[config.mk]
export PLATFORM = sky130hd
export DESIGN_NAME = port_pin_function_mux
export DESIGN_NICKNAME = d
export VERILOG_FILES = /design/src/port_mux_pkg.sv /design/src/sync2.sv /design/src/edge_detect.sv /design/src/port_pin_function_mux.sv
export VERILOG_INCLUDE_DIRS = /design/src
export SDC_FILE = /design/constraint.sdc
export NUM_CORES = 1
export LEC_CHECK = 0
export BUFFER_PORTS_ARGS = -buffer_cell sky130_fd_sc_hd__buf_2
export CAP_MARGIN = 40
export CORE_MARGIN = 2
export CORE_UTILIZATION = 56
export DETAILED_ROUTE_END_ITERATION = 8
export PLACE_DENSITY = 0.84
export SLEW_MARGIN = 10
export SYNTH_ARGS = -nofsm -noshare
export SYNTH_HDL_FRONTEND = slang
export SYNTH_HIERARCHICAL = 1
export SYNTH_SLANG_ARGS = --single-unit
[constraint.sdc]
create_clock -name core_clk -period 36.7 [get_ports core_clk]
set_clock_uncertainty 0.05 [all_clocks]
set_input_delay 7.34 -clock core_clk [delete_from_list [all_inputs] [get_ports core_clk]]
set_output_delay 7.34 -clock core_clk [all_outputs]
set_load 0.03 [all_outputs]
[src/port_mux_defs.svh]
// Register offsets, reset values and fixed field positions of the port pin function block
`ifndef PORT_MUX_DEFS_SVH
`define PORT_MUX_DEFS_SVH

// Address groups, taken from reg_addr[7:3]; reg_addr[2:0] selects the port
`define GRP_LATCH      5'h00
`define GRP_DIR        5'h01
`define GRP_CTRL       5'h02
`define GRP_MISC       5'h03

// Registers inside the misc group, selected by reg_addr[2:0]
`define MISC_PULLUP    3'h0
`define MISC_MEMMODE   3'h1
`define MISC_RISE      3'h2
`define MISC_FALL      3'h3
`define MISC_STATUS    3'h4
`define MISC_MASK      3'h5
`define MISC_CAPSEL    3'h6

// Field positions
`define MM_PORT4_IN    0
`define MM_EXPAND      1
`define STAT_P4_FALL   7
`define P0_IN_ONLY     8'h81
`define P6_OD_BITS     8'h0f

// Port numbers with special treatment
`define PORT0          3'd0
`define PORT1          3'd1
`define PORT4          3'd4
`define PORT5          3'd5
`define PORT6          3'd6
`define LAST_PORT      3'd6

// Reset values
`define RST_DIR        8'hff
`define RST_LATCH      8'h00
`define RST_CTRL       8'h00
`define RST_MEMMODE    2'h1

`endif

[src/port_mux_pkg.sv]
// Types shared by the port pin function block
package port_mux_pkg;

	typedef logic [6:0][7:0] port_bus_t;

	typedef struct packed {
		port_bus_t  latch;
		port_bus_t  dir;
		port_bus_t  ctrl;
		logic [6:0] pu_opt;
		logic       mm_in;
		logic       mm_exp;
		logic [6:0] rise;
		logic [6:0] fall;
		logic [7:0] status;
		logic [7:0] mask;
		logic       cap_sel;
		logic [7:0] rdata;
		port_bus_t  pout;
		port_bus_t  poe_n;
		port_bus_t  ppu;
		port_bus_t  level;
		logic       irq;
		logic [6:0] int_pulse;
		logic       cap_trig;
		logic       cnt_clk;
	} pm_state_t;

endpackage

[src/sync2.sv]
// Two-stage synchroniser for a vector of asynchronous levels
`timescale 1ns/1ps
module sync2 #(
	parameter int W = 1
) (
	// Clock and reset
	input  wire logic         clk,
	input  wire logic         rst_n,
	// Levels
	input  wire logic [W-1:0] d,
	output logic      [W-1:0] q
);
	logic [W-1:0] meta;

	// First stage is read only by the second stage
	always_ff @(posedge clk or negedge rst_n) begin
		if (!rst_n) begin
			meta <= '0;
			q    <= '0;
		end else begin
			meta <= d;
			q    <= meta;
		end
	end
endmodule

[src/edge_detect.sv]
// Per-bit edge detector with separate rising and falling enables
`timescale 1ns/1ps
module edge_detect #(
	parameter int W = 1
) (
	// Clock and reset
	input  wire logic         clk,
	input  wire logic         rst_n,
	// Synchronised levels and edge selection
	input  wire logic [W-1:0] level,
	input  wire logic [W-1:0] rise_en,
	input  wire logic [W-1:0] fall_en,
	// One-cycle edge pulses
	output logic      [W-1:0] pulse
);
	logic [W-1:0] prev;
	logic         armed;

	// The first cycle only loads prev, so a pin high at reset is no edge
	always_ff @(posedge clk or negedge rst_n) begin
		if (!rst_n) begin
			prev  <= '0;
			armed <= 1'b0;
		end else begin
			prev  <= level;
			armed <= 1'b1;
		end
	end

	assign pulse = {W{armed}} & ((rise_en & level & ~prev) | (fall_en & ~level & prev));
endmodule

[src/port_pin_function_mux.sv]
// Ports 0 to 6: direction, pull-ups, port/control mode selection and pin events
//
// Function
// - Port 0 bits 0 and 7 input only; bits 1 to 6 set by direction register.
// - Ports 1, 2, 3, 5, 6 choose direction per bit from own register.
// - Pull-up on input pins only when pull-up option asks; never on outputs.
// - Port mode or control mode chosen per pin on ports 0-3, 5, 6.
// - Seven external interrupt inputs detect rising, falling or both edges.
// - Valid edge on interrupt input 0 or 1 can trigger 16-bit timer capture.
// - Control mode: port 0 bit 0 gives timer count clock, bit 1 capture trigger.
// - Port 1 pin used as analog input has its pull-up forced off.
// - Port 4 direction set for all eight bits by memory expansion mode register.
// - Falling edge on any port 4 pin sets the falling edge test flag.
// - Expansion mode: port 4 is muxed low address/data, pull-ups off.
// - Expansion mode: port 5 drives high address byte, pull-ups off.
// - Expansion mode: port 6 carries external memory control signals.
// - Port 6 pins acting as memory control signals have pull-ups off.
// - Port 6 bits 0 to 3 are open-drain outputs without pull-up.
// - Port 6 pull-up option acts only on bits 4 to 7 configured as input.
// - Port 3 control mode routes timer clocks and outputs, clock and buzzer out.
`timescale 1ns/1ps
`include "port_mux_defs.svh"
module port_pin_function_mux (
	// Clock and reset
	input  wire logic                   core_clk,
	input  wire logic                   reset_n,
	// Register port
	input  wire logic [7:0]             reg_addr,
	input  wire logic [7:0]             reg_wdata,
	input  wire logic                   reg_wr,
	input  wire logic                   reg_rd,
	output logic      [7:0]             reg_rdata,
	// Interrupt
	output logic                        irq,
	// Pins of ports 0 to 6
	input  wire port_mux_pkg::port_bus_t port_in,
	output port_mux_pkg::port_bus_t     port_out,
	output port_mux_pkg::port_bus_t     port_oe_n,
	output port_mux_pkg::port_bus_t     port_pullup,
	// Peripheral side of control mode
	input  wire port_mux_pkg::port_bus_t periph_out,
	input  wire port_mux_pkg::port_bus_t periph_drive,
	output port_mux_pkg::port_bus_t     pin_level,
	output logic      [6:0]             external_interrupt_inputs,
	output logic                        timer16_capture_trigger_in,
	output logic                        timer16_count_clock_in,
	// External memory bus side
	input  wire logic [7:0]             muxed_low_addr_data,
	input  wire logic                   muxed_low_addr_drive,
	input  wire logic [7:0]             high_address_out,
	input  wire logic                   mem_read_strobe_n,
	input  wire logic                   mem_write_strobe_n,
	input  wire logic                   address_latch_strobe
);
	import port_mux_pkg::*;

	pm_state_t st;
	pm_state_t next_st;
	logic      rst_n;
	port_bus_t lvl;
	port_bus_t dir_eff;
	logic [6:0] intp_edge;
	logic [7:0] p4_fall;
	logic [2:0] sel;
	logic       wr_ok;
	logic [7:0] stat_clr;
	logic [7:0] stat_set;

	// Reset released through two flip-flops, asserted at once
	sync2 #(.W(1)) u_rst_sync (
		.clk   (core_clk),
		.rst_n (reset_n),
		.d     (1'b1),
		.q     (rst_n)
	);

	// All pin levels cross into the clock domain before use
	sync2 #(.W(56)) u_pin_sync (
		.clk   (core_clk),
		.rst_n (rst_n),
		.d     (port_in),
		.q     (lvl)
	);

	// Interrupt inputs only see edges while their pin is in control mode
	edge_detect #(.W(7)) u_intp_edge (
		.clk     (core_clk),
		.rst_n   (rst_n),
		.level   (lvl[0][6:0]),
		.rise_en (st.rise & st.ctrl[0][6:0]),
		.fall_en (st.fall & st.ctrl[0][6:0]),
		.pulse   (intp_edge)
	);

	// Port 4 falling edges are watched in every mode
	edge_detect #(.W(8)) u_p4_edge (
		.clk     (core_clk),
		.rst_n   (rst_n),
		.level   (lvl[4]),
		.rise_en (8'h00),
		.fall_en (8'hff),
		.pulse   (p4_fall)
	);

	assign sel      = reg_addr[2:0];
	assign wr_ok    = reg_wr && (sel <= `LAST_PORT);
	assign stat_set = {|p4_fall, intp_edge};
	assign stat_clr = (reg_wr && reg_addr[7:3] == `GRP_MISC && sel == `MISC_STATUS) ? reg_wdata : 8'h00;

	// Effective direction, 1 meaning input
	always_comb begin
		dir_eff = st.dir;
		dir_eff[0] = st.dir[0] | `P0_IN_ONLY;
		dir_eff[4] = {8{st.mm_in}};
	end

	// Next state: register writes, reads, events and pin drive
	always_comb begin
		logic drv;
		logic val;
		logic pu;
		drv = 1'b0;
		val = 1'b0;
		pu = 1'b0;
		next_st = st;
		next_st.rdata = 8'h00;

		// Register writes
		if (wr_ok) begin
			unique case (reg_addr[7:3])
				`GRP_LATCH: begin
					next_st.latch[sel] = reg_wdata;
				end
				`GRP_DIR: begin
					// Port 4 has no per-bit direction; its direction lives in the mode register
					if (sel != `PORT4) begin
						next_st.dir[sel] = reg_wdata;
					end
				end
				`GRP_CTRL: begin
					if (sel != `PORT4) begin
						next_st.ctrl[sel] = reg_wdata;
					end
				end
				`GRP_MISC: begin
					unique case (sel)
						`MISC_PULLUP:  next_st.pu_opt = reg_wdata[6:0];
						`MISC_MEMMODE: begin
							next_st.mm_in  = reg_wdata[`MM_PORT4_IN];
							next_st.mm_exp = reg_wdata[`MM_EXPAND];
						end
						`MISC_RISE:    next_st.rise = reg_wdata[6:0];
						`MISC_FALL:    next_st.fall = reg_wdata[6:0];
						`MISC_MASK:    next_st.mask = reg_wdata;
						`MISC_CAPSEL:  next_st.cap_sel = reg_wdata[0];
						default: ;
					endcase
				end
				default: ;
			endcase
		end

		// Sticky status: a new event wins over a clear in the same cycle
		next_st.status = (st.status & ~stat_clr) | stat_set;

		// Register reads, answered in the next cycle
		if (reg_rd && sel <= `LAST_PORT) begin
			unique case (reg_addr[7:3])
				`GRP_LATCH: next_st.rdata = (lvl[sel] & dir_eff[sel]) | (st.latch[sel] & ~dir_eff[sel]);
				`GRP_DIR:   next_st.rdata = dir_eff[sel];
				`GRP_CTRL:  next_st.rdata = st.ctrl[sel];
				`GRP_MISC: begin
					unique case (sel)
						`MISC_PULLUP:  next_st.rdata = {1'b0, st.pu_opt};
						`MISC_MEMMODE: next_st.rdata = {6'h00, st.mm_exp, st.mm_in};
						`MISC_RISE:    next_st.rdata = {1'b0, st.rise};
						`MISC_FALL:    next_st.rdata = {1'b0, st.fall};
						`MISC_STATUS:  next_st.rdata = st.status;
						`MISC_MASK:    next_st.rdata = st.mask;
						`MISC_CAPSEL:  next_st.rdata = {7'h00, st.cap_sel};
						default:       next_st.rdata = 8'h00;
					endcase
				end
				default: next_st.rdata = 8'h00;
			endcase
		end

		// Pin drive, in rising priority: port mode, control mode, expansion, fixed pins
		for (int p = 0; p < 7; p++) begin
			for (int b = 0; b < 8; b++) begin
				drv = ~dir_eff[p][b];
				val = st.latch[p][b];
				pu = dir_eff[p][b] & st.pu_opt[p];
				if (st.ctrl[p][b]) begin
					if (p == 0 || p == 1) begin
						// Interrupt, timer and analog inputs never drive the pin
						drv = 1'b0;
						val = 1'b0;
						if (p == 1) begin
							pu = 1'b0;
						end
					end else begin
						drv = periph_drive[p][b];
						val = periph_out[p][b];
					end
				end
				if (st.mm_exp) begin
					if (p == 4) begin
						drv = muxed_low_addr_drive;
						val = muxed_low_addr_data[b];
						pu = 1'b0;
					end else if (p == 5) begin
						drv = 1'b1;
						val = high_address_out[b];
						pu = 1'b0;
					end else if (p == 6 && b >= 4) begin
						// Bit 6 is the wait input, the rest are strobes
						drv = (b != 6);
						val = (b == 4) ? mem_read_strobe_n :
						      (b == 5) ? mem_write_strobe_n : address_latch_strobe;
						pu = 1'b0;
					end
				end
				if (p == 6 && b < 4) begin
					// Open drain: only a low is driven, a high lets the pin float
					drv = drv & ~val;
					val = 1'b0;
					pu = 1'b0;
				end
				if (p == 0 && (b == 0 || b == 7)) begin
					drv = 1'b0;
				end
				next_st.pout[p][b] = val;
				next_st.poe_n[p][b] = ~drv;
				next_st.ppu[p][b] = pu & ~drv;
			end
		end

		// Peripheral side
		next_st.level = lvl;
		next_st.int_pulse = intp_edge;
		next_st.cap_trig = st.cap_sel ? intp_edge[0] : (intp_edge[1] & st.ctrl[0][1]);
		next_st.cnt_clk = st.ctrl[0][0] & lvl[0][0];
		next_st.irq = |(next_st.status & next_st.mask);
	end

	// Whole state in one register
	always_ff @(posedge core_clk or negedge rst_n) begin
		if (!rst_n) begin
			st <= '0;
			st.dir <= {7{`RST_DIR}};
			st.latch <= {7{`RST_LATCH}};
			st.ctrl <= {7{`RST_CTRL}};
			{st.mm_exp, st.mm_in} <= `RST_MEMMODE;
			st.poe_n <= {7{8'hff}};
		end else begin
			st <= next_st;
		end
	end

	// Outputs straight from the state register
	assign reg_rdata = st.rdata;
	assign irq = st.irq;
	assign port_out = st.pout;
	assign port_oe_n = st.poe_n;
	assign port_pullup = st.ppu;
	assign pin_level = st.level;
	assign external_interrupt_inputs = st.int_pulse;
	assign timer16_capture_trigger_in = st.cap_trig;
	assign timer16_count_clock_in = st.cnt_clk;
endmodule

-- Word-level counts from Yosys, hierarchy flattened
Index checks and enable logic that the tools add are counted.
- register bits after elaboration: 562
- input port bits: 208
- output and inout port bits: 242
- logic and storage cells: 516
- magnitude comparators: 3
- equality and inequality tests: 10
- muxes and demuxes: 193
- bitwise gates (word level): 225
- reduce and logical (&&, ||, !) cells: 17
- operators by type and width (kind ; number):
    1-bit two-way mux ; 173
    56-bit bitwise mux ; 3
    1-bit NOT ; 105
    1-bit bitwise AND ; 99
    8-bit binary-select mux with 3-bit select ; 4
    8-bit two-way mux ; 8
    8-bit case mux with 7 select lines ; 1
    7-bit bitwise AND ; 7
    8-bit bitwise AND ; 6
    8-bit case mux with 4 select lines ; 1
    8-bit demux with 3-bit select ; 1
    8-bit NOT ; 3
    3-bit AND reduction ; 7
    9-bit two-way mux ; 2
    8-bit bitwise OR ; 2
    8-bit OR reduction ; 2
    7-bit NOT ; 2
    5-bit by 2-bit equality test with 1-bit output, second input constant ; 2
    3-bit equality test, second input constant ; 3
    7-bit bitwise OR ; 1
    3-bit by 2-bit equality test with 1-bit output, second input constant ; 2
    5-bit by 1-bit equality test with 1-bit output, second input constant ; 1
    1-bit logical AND ; 5
    5-bit logical NOT ; 1
    other kinds (7) ; 7

-- Longest topological paths before layout
- depth in word-level cells: 9
- depth in mapped cells: 9

-- By module
Netlist, hierarchy kept.
- modules (own cells, without submodules) (module ; times used ; cells each ; area an instance (um2)):
    port_pin_function_mux ; 1 ; 1556 ; 19477.4
    sync2 at u_pin_sync ; 1 ; 112 ; 2802.7
    edge_detect at u_p4_edge ; 1 ; 36 ; 415.4
    edge_detect at u_intp_edge ; 1 ; 31 ; 364.1
    sync2 at u_rst_sync ; 1 ; 2 ; 50.0

-- Worst setup path after synthesis
OpenSTA, ideal clock, no wires.
- path kind: input-to-reg
- start point: in reg_addr[6]
- end point: reg st (netlist bit irq)
- library setup time: 0.134 ns
- data arrival time: 8.832 ns
- required time: 36.516 ns
- slack: 27.684 ns
- cell stages on the path: 6
- path buffers: 1
- cells stage by stage: or3b_4 or4b_1 buf_2 o22a_2 o2bb2a_4 nand4_1
- RTL lines (what ; line ; text):
    start, declared ; port_pin_function_mux.sv:28 ; input wire logic [7:0] reg_addr,
    end signal, assigned ; port_pin_function_mux.sv:257 ; st <= next_st;
    end, declared ; port_pin_function_mux.sv:57 ; pm_state_t st;

==> run metrics <==
Cell Pwr Density=53.16 nW/µm²; vias in the first global route=15,030; number of flops mapped to enable cells by yosys=0; RD Place Congestion=approximately 0.93; Vias=14,410; final setup TNS=0 ns; initial antenna violation count=10; final setup margin=approximately 27 ns; register bit count reported by yosys=560; largest cells by area after synthesis=dfrtp_1, dfstp_2, mux2_2; TritonCTS Buffers=55; total core area=40,740 µm²; Worst setup EP type=flip-flop; Multi-input gate area=6832 µm²; PostCTS Resize Cnt=0; Tot GR Track Use=28.31%; total power=1.380 mW; Die Footprint=42,910 µm²; RSZ-0062 raised after global routing=false; area grow syn2layout=12.33%; Congestion Overflow GR=0; Unique masters post-synth=53; Clk pin slew, worst setup/hold paths=0.06 ns; Die Span Y=just over 200 µm; post-synthesis sequential area ratio=61.19%; Slew Viols, Final=0; worst ir drop on vdd=0.04719 mV; yosys warns=6; Yosys top cell by area=dfrtp_1; switching part of the total power=24.76%; post-placement setup slack=26.47 ns; total internal power=roughly 1.0 mW; Arr. time, crit path=10.21 ns; cells after synthesis=1,737; fin crit share=a little over a quarter; crit-path max FO=34; Logic pwr share=8.8%; Initial Utilization=between 50% and 60%; first-pass GRT wire length=91,850 µm; Primary FF master, synth=dfrtp_1; largest net degree at the start of global routing=between 150 and 200; average wire per standard cell=24.14 µm; max cap viols=0; worst rel slew slack=37.12%; Crit Path Category=in2reg; sw power=0.3417 mW; clk root buf=clkbuf_16; FILL cells=3,014; PortBufs=a little over 400; Tmin final=9.729 ns; Setup violations, final=0; width of the chip=207.1 µm; # hold bufs at CTS=0; Leakage=12.90 nW; Storage cell area=14,140 µm²; commonest cells after routing, fill and taps aside=dfrtp_1, buf_2, mux2_2; # clock sinks=560; CTS max path bufs=3; worst hold path type=reg2reg; top-area cell type share of the netlist area=49.70%; Fmax=slightly above 100 MHz; clock latency on the worst-skew pair=0.61 ns; post-CTS setup buffers=0; Fin. Hold Viols=0; num ports=450; share of cells above drive strength 1=44.92%; startpoint types=input pin; Post-synth ARST share=between 90% and 100%; power share of the sequential group=49.0%; number of core rows=74; status=completed; final wirelength=60,550 µm; hold_ws=0.2922 ns; DR pass1 iterations=5; Final ANT Viol Nets=0; drt via density=5.744; hpwl dp=about 42,000 µm; critical path data required time=37.18 ns; DR iter-0 viols=approximately 1,000; H-tree depth=2; cell area after synthesis=around 23,000 µm²; CTS tree=yes; clock network power share=between 40% and 50%; drc violations=0; Avg Cell Area, Syn=13.30 µm²; Final Net Count=2,132; Worst Tran Pin Value=0.9431 ns; commonest non-fill, non-tap cell in the layout=dfrtp_1
==> power groups by stage <==
stage	combinational [mW]	sequential (mW)	clock (mW)
5_1_grt	0.130	0.679	0.616
4_1_cts	0.122	0.676	0.592
2_1_floorplan	0.0906	0.684	0
3_3_place_gp	0.115	0.685	0
3_5_place_dp	0.121	0.686	0
6_report	0.122	0.676	0.582
==> critical path: stages <==
cell      delay [ns]
buf_2           0.16
buf_12          0.22
buf_4           0.47
nor2b_2         0.46
buf_4           0.34
a221oi_1        0.17
o31ai_1         0.61
mux2i_1         0.20
a31oi_1         0.18
==> per-layer routing <==
layer / wire [µm] / track usage [%] / part of all wire [%]
met1: 24120 / 37.30 / 40
met2: 29390 / 45.87 / 49
met3: 4374 / 5.609 / 7.2
met4: 2606 / 12.73 / 4.3
met5: 56 / 0 / 0.092
==> logic make-up (layout without fill, tap and decap cells) <==
kind of cell | count (synthesis) | in the layout | synth area share, %
flops | 560 | 560 | 61.19
buf+inv | 337 | 545 | 9.670
simple gates | 319 | 319 | 7.271
mux | 310 | 310 | 15.86
compound gates | 207 | 207 | 5.950
other cells | 4 | 35 | 0.06495
==> flip-flops by register name, indices dropped and copies added, names as in the netlist <==
signal                      count
u_p4_edge/armed                 1
u_intp_edge/prev                7
u_intp_edge/armed               1
u_pin_sync/meta                56
st                            150
timer16_count_clock_in          1
reg_rdata                       8
timer16_capture_trigger_in      1
u_pin_sync/q                   56
irq                             1
port_out                       52
next_st                         1
port_pullup                    51
dir_eff                        47
pin_level                      56
u_rst_sync/q                    1
port_oe_n                      54
u_rst_sync/meta                 1
u_p4_edge/prev                  8
external_interrupt_inputs       7
==> Yosys cell counts, types with 23 or more instances <==
cell and instances:
o21ai_0 41, nand2_1 108, dfrtp_1 459, and2_1 25
mux2i_1 68, buf_4 247, clkbuf_1 54, dfstp_2 101
nor2_1 54, nand4b_1 30, nor2b_1 28, mux4_2 23
mux2_2 219, a21oi_1 63
==> final timing paths <==
check                                               from  slack, ns  cells past startpoint                            end
hold reg to reg            u_pin_sync/meta[36]$_DFF_PN0_       0.29                      0     u_pin_sync/q[36]$_DFF_PN0_
setup / recovery                             reg_addr[0]      26.97                      9         reg_rdata[3]$_DFF_PN0_
setup reg to reg                  u_rst_sync/q$_DFF_PN0_      34.10                      3        dir_eff[15]$_DFFE_PN1P_
max in group asynchronous                        reset_n      30.02                      1         u_rst_sync/q$_DFF_PN0_
hold / removal             u_pin_sync/meta[36]$_DFF_PN0_       0.29                      0     u_pin_sync/q[36]$_DFF_PN0_
min in group asynchronous         u_rst_sync/q$_DFF_PN0_       0.33                      0  u_pin_sync/meta[10]$_DFF_PN0_
==> final cells by class <==
type	count	area share [%]
diodes	6	0.05784
flip-flops and latches	560	54.49
clock buffers	79	6.078
well taps	532	2.564
repair buffers	428	9.119
multi-input cells	865	26.32
clock inverters	24	1.171
inverters	14	0.2024
==> stage by stage <==
stage	cells	cell area, µm²	util [%]
6_report	2508	25960	63.72
5_1_grt	2507	25960	63.71
3_3_place_gp	2389	23830	58.49
4_1_cts	2501	25920	63.61
2_1_floorplan	1762	23200	-
3_5_place_dp	2398	24030	59.00
Note: power is estimated with default switching activity, not from simulation.
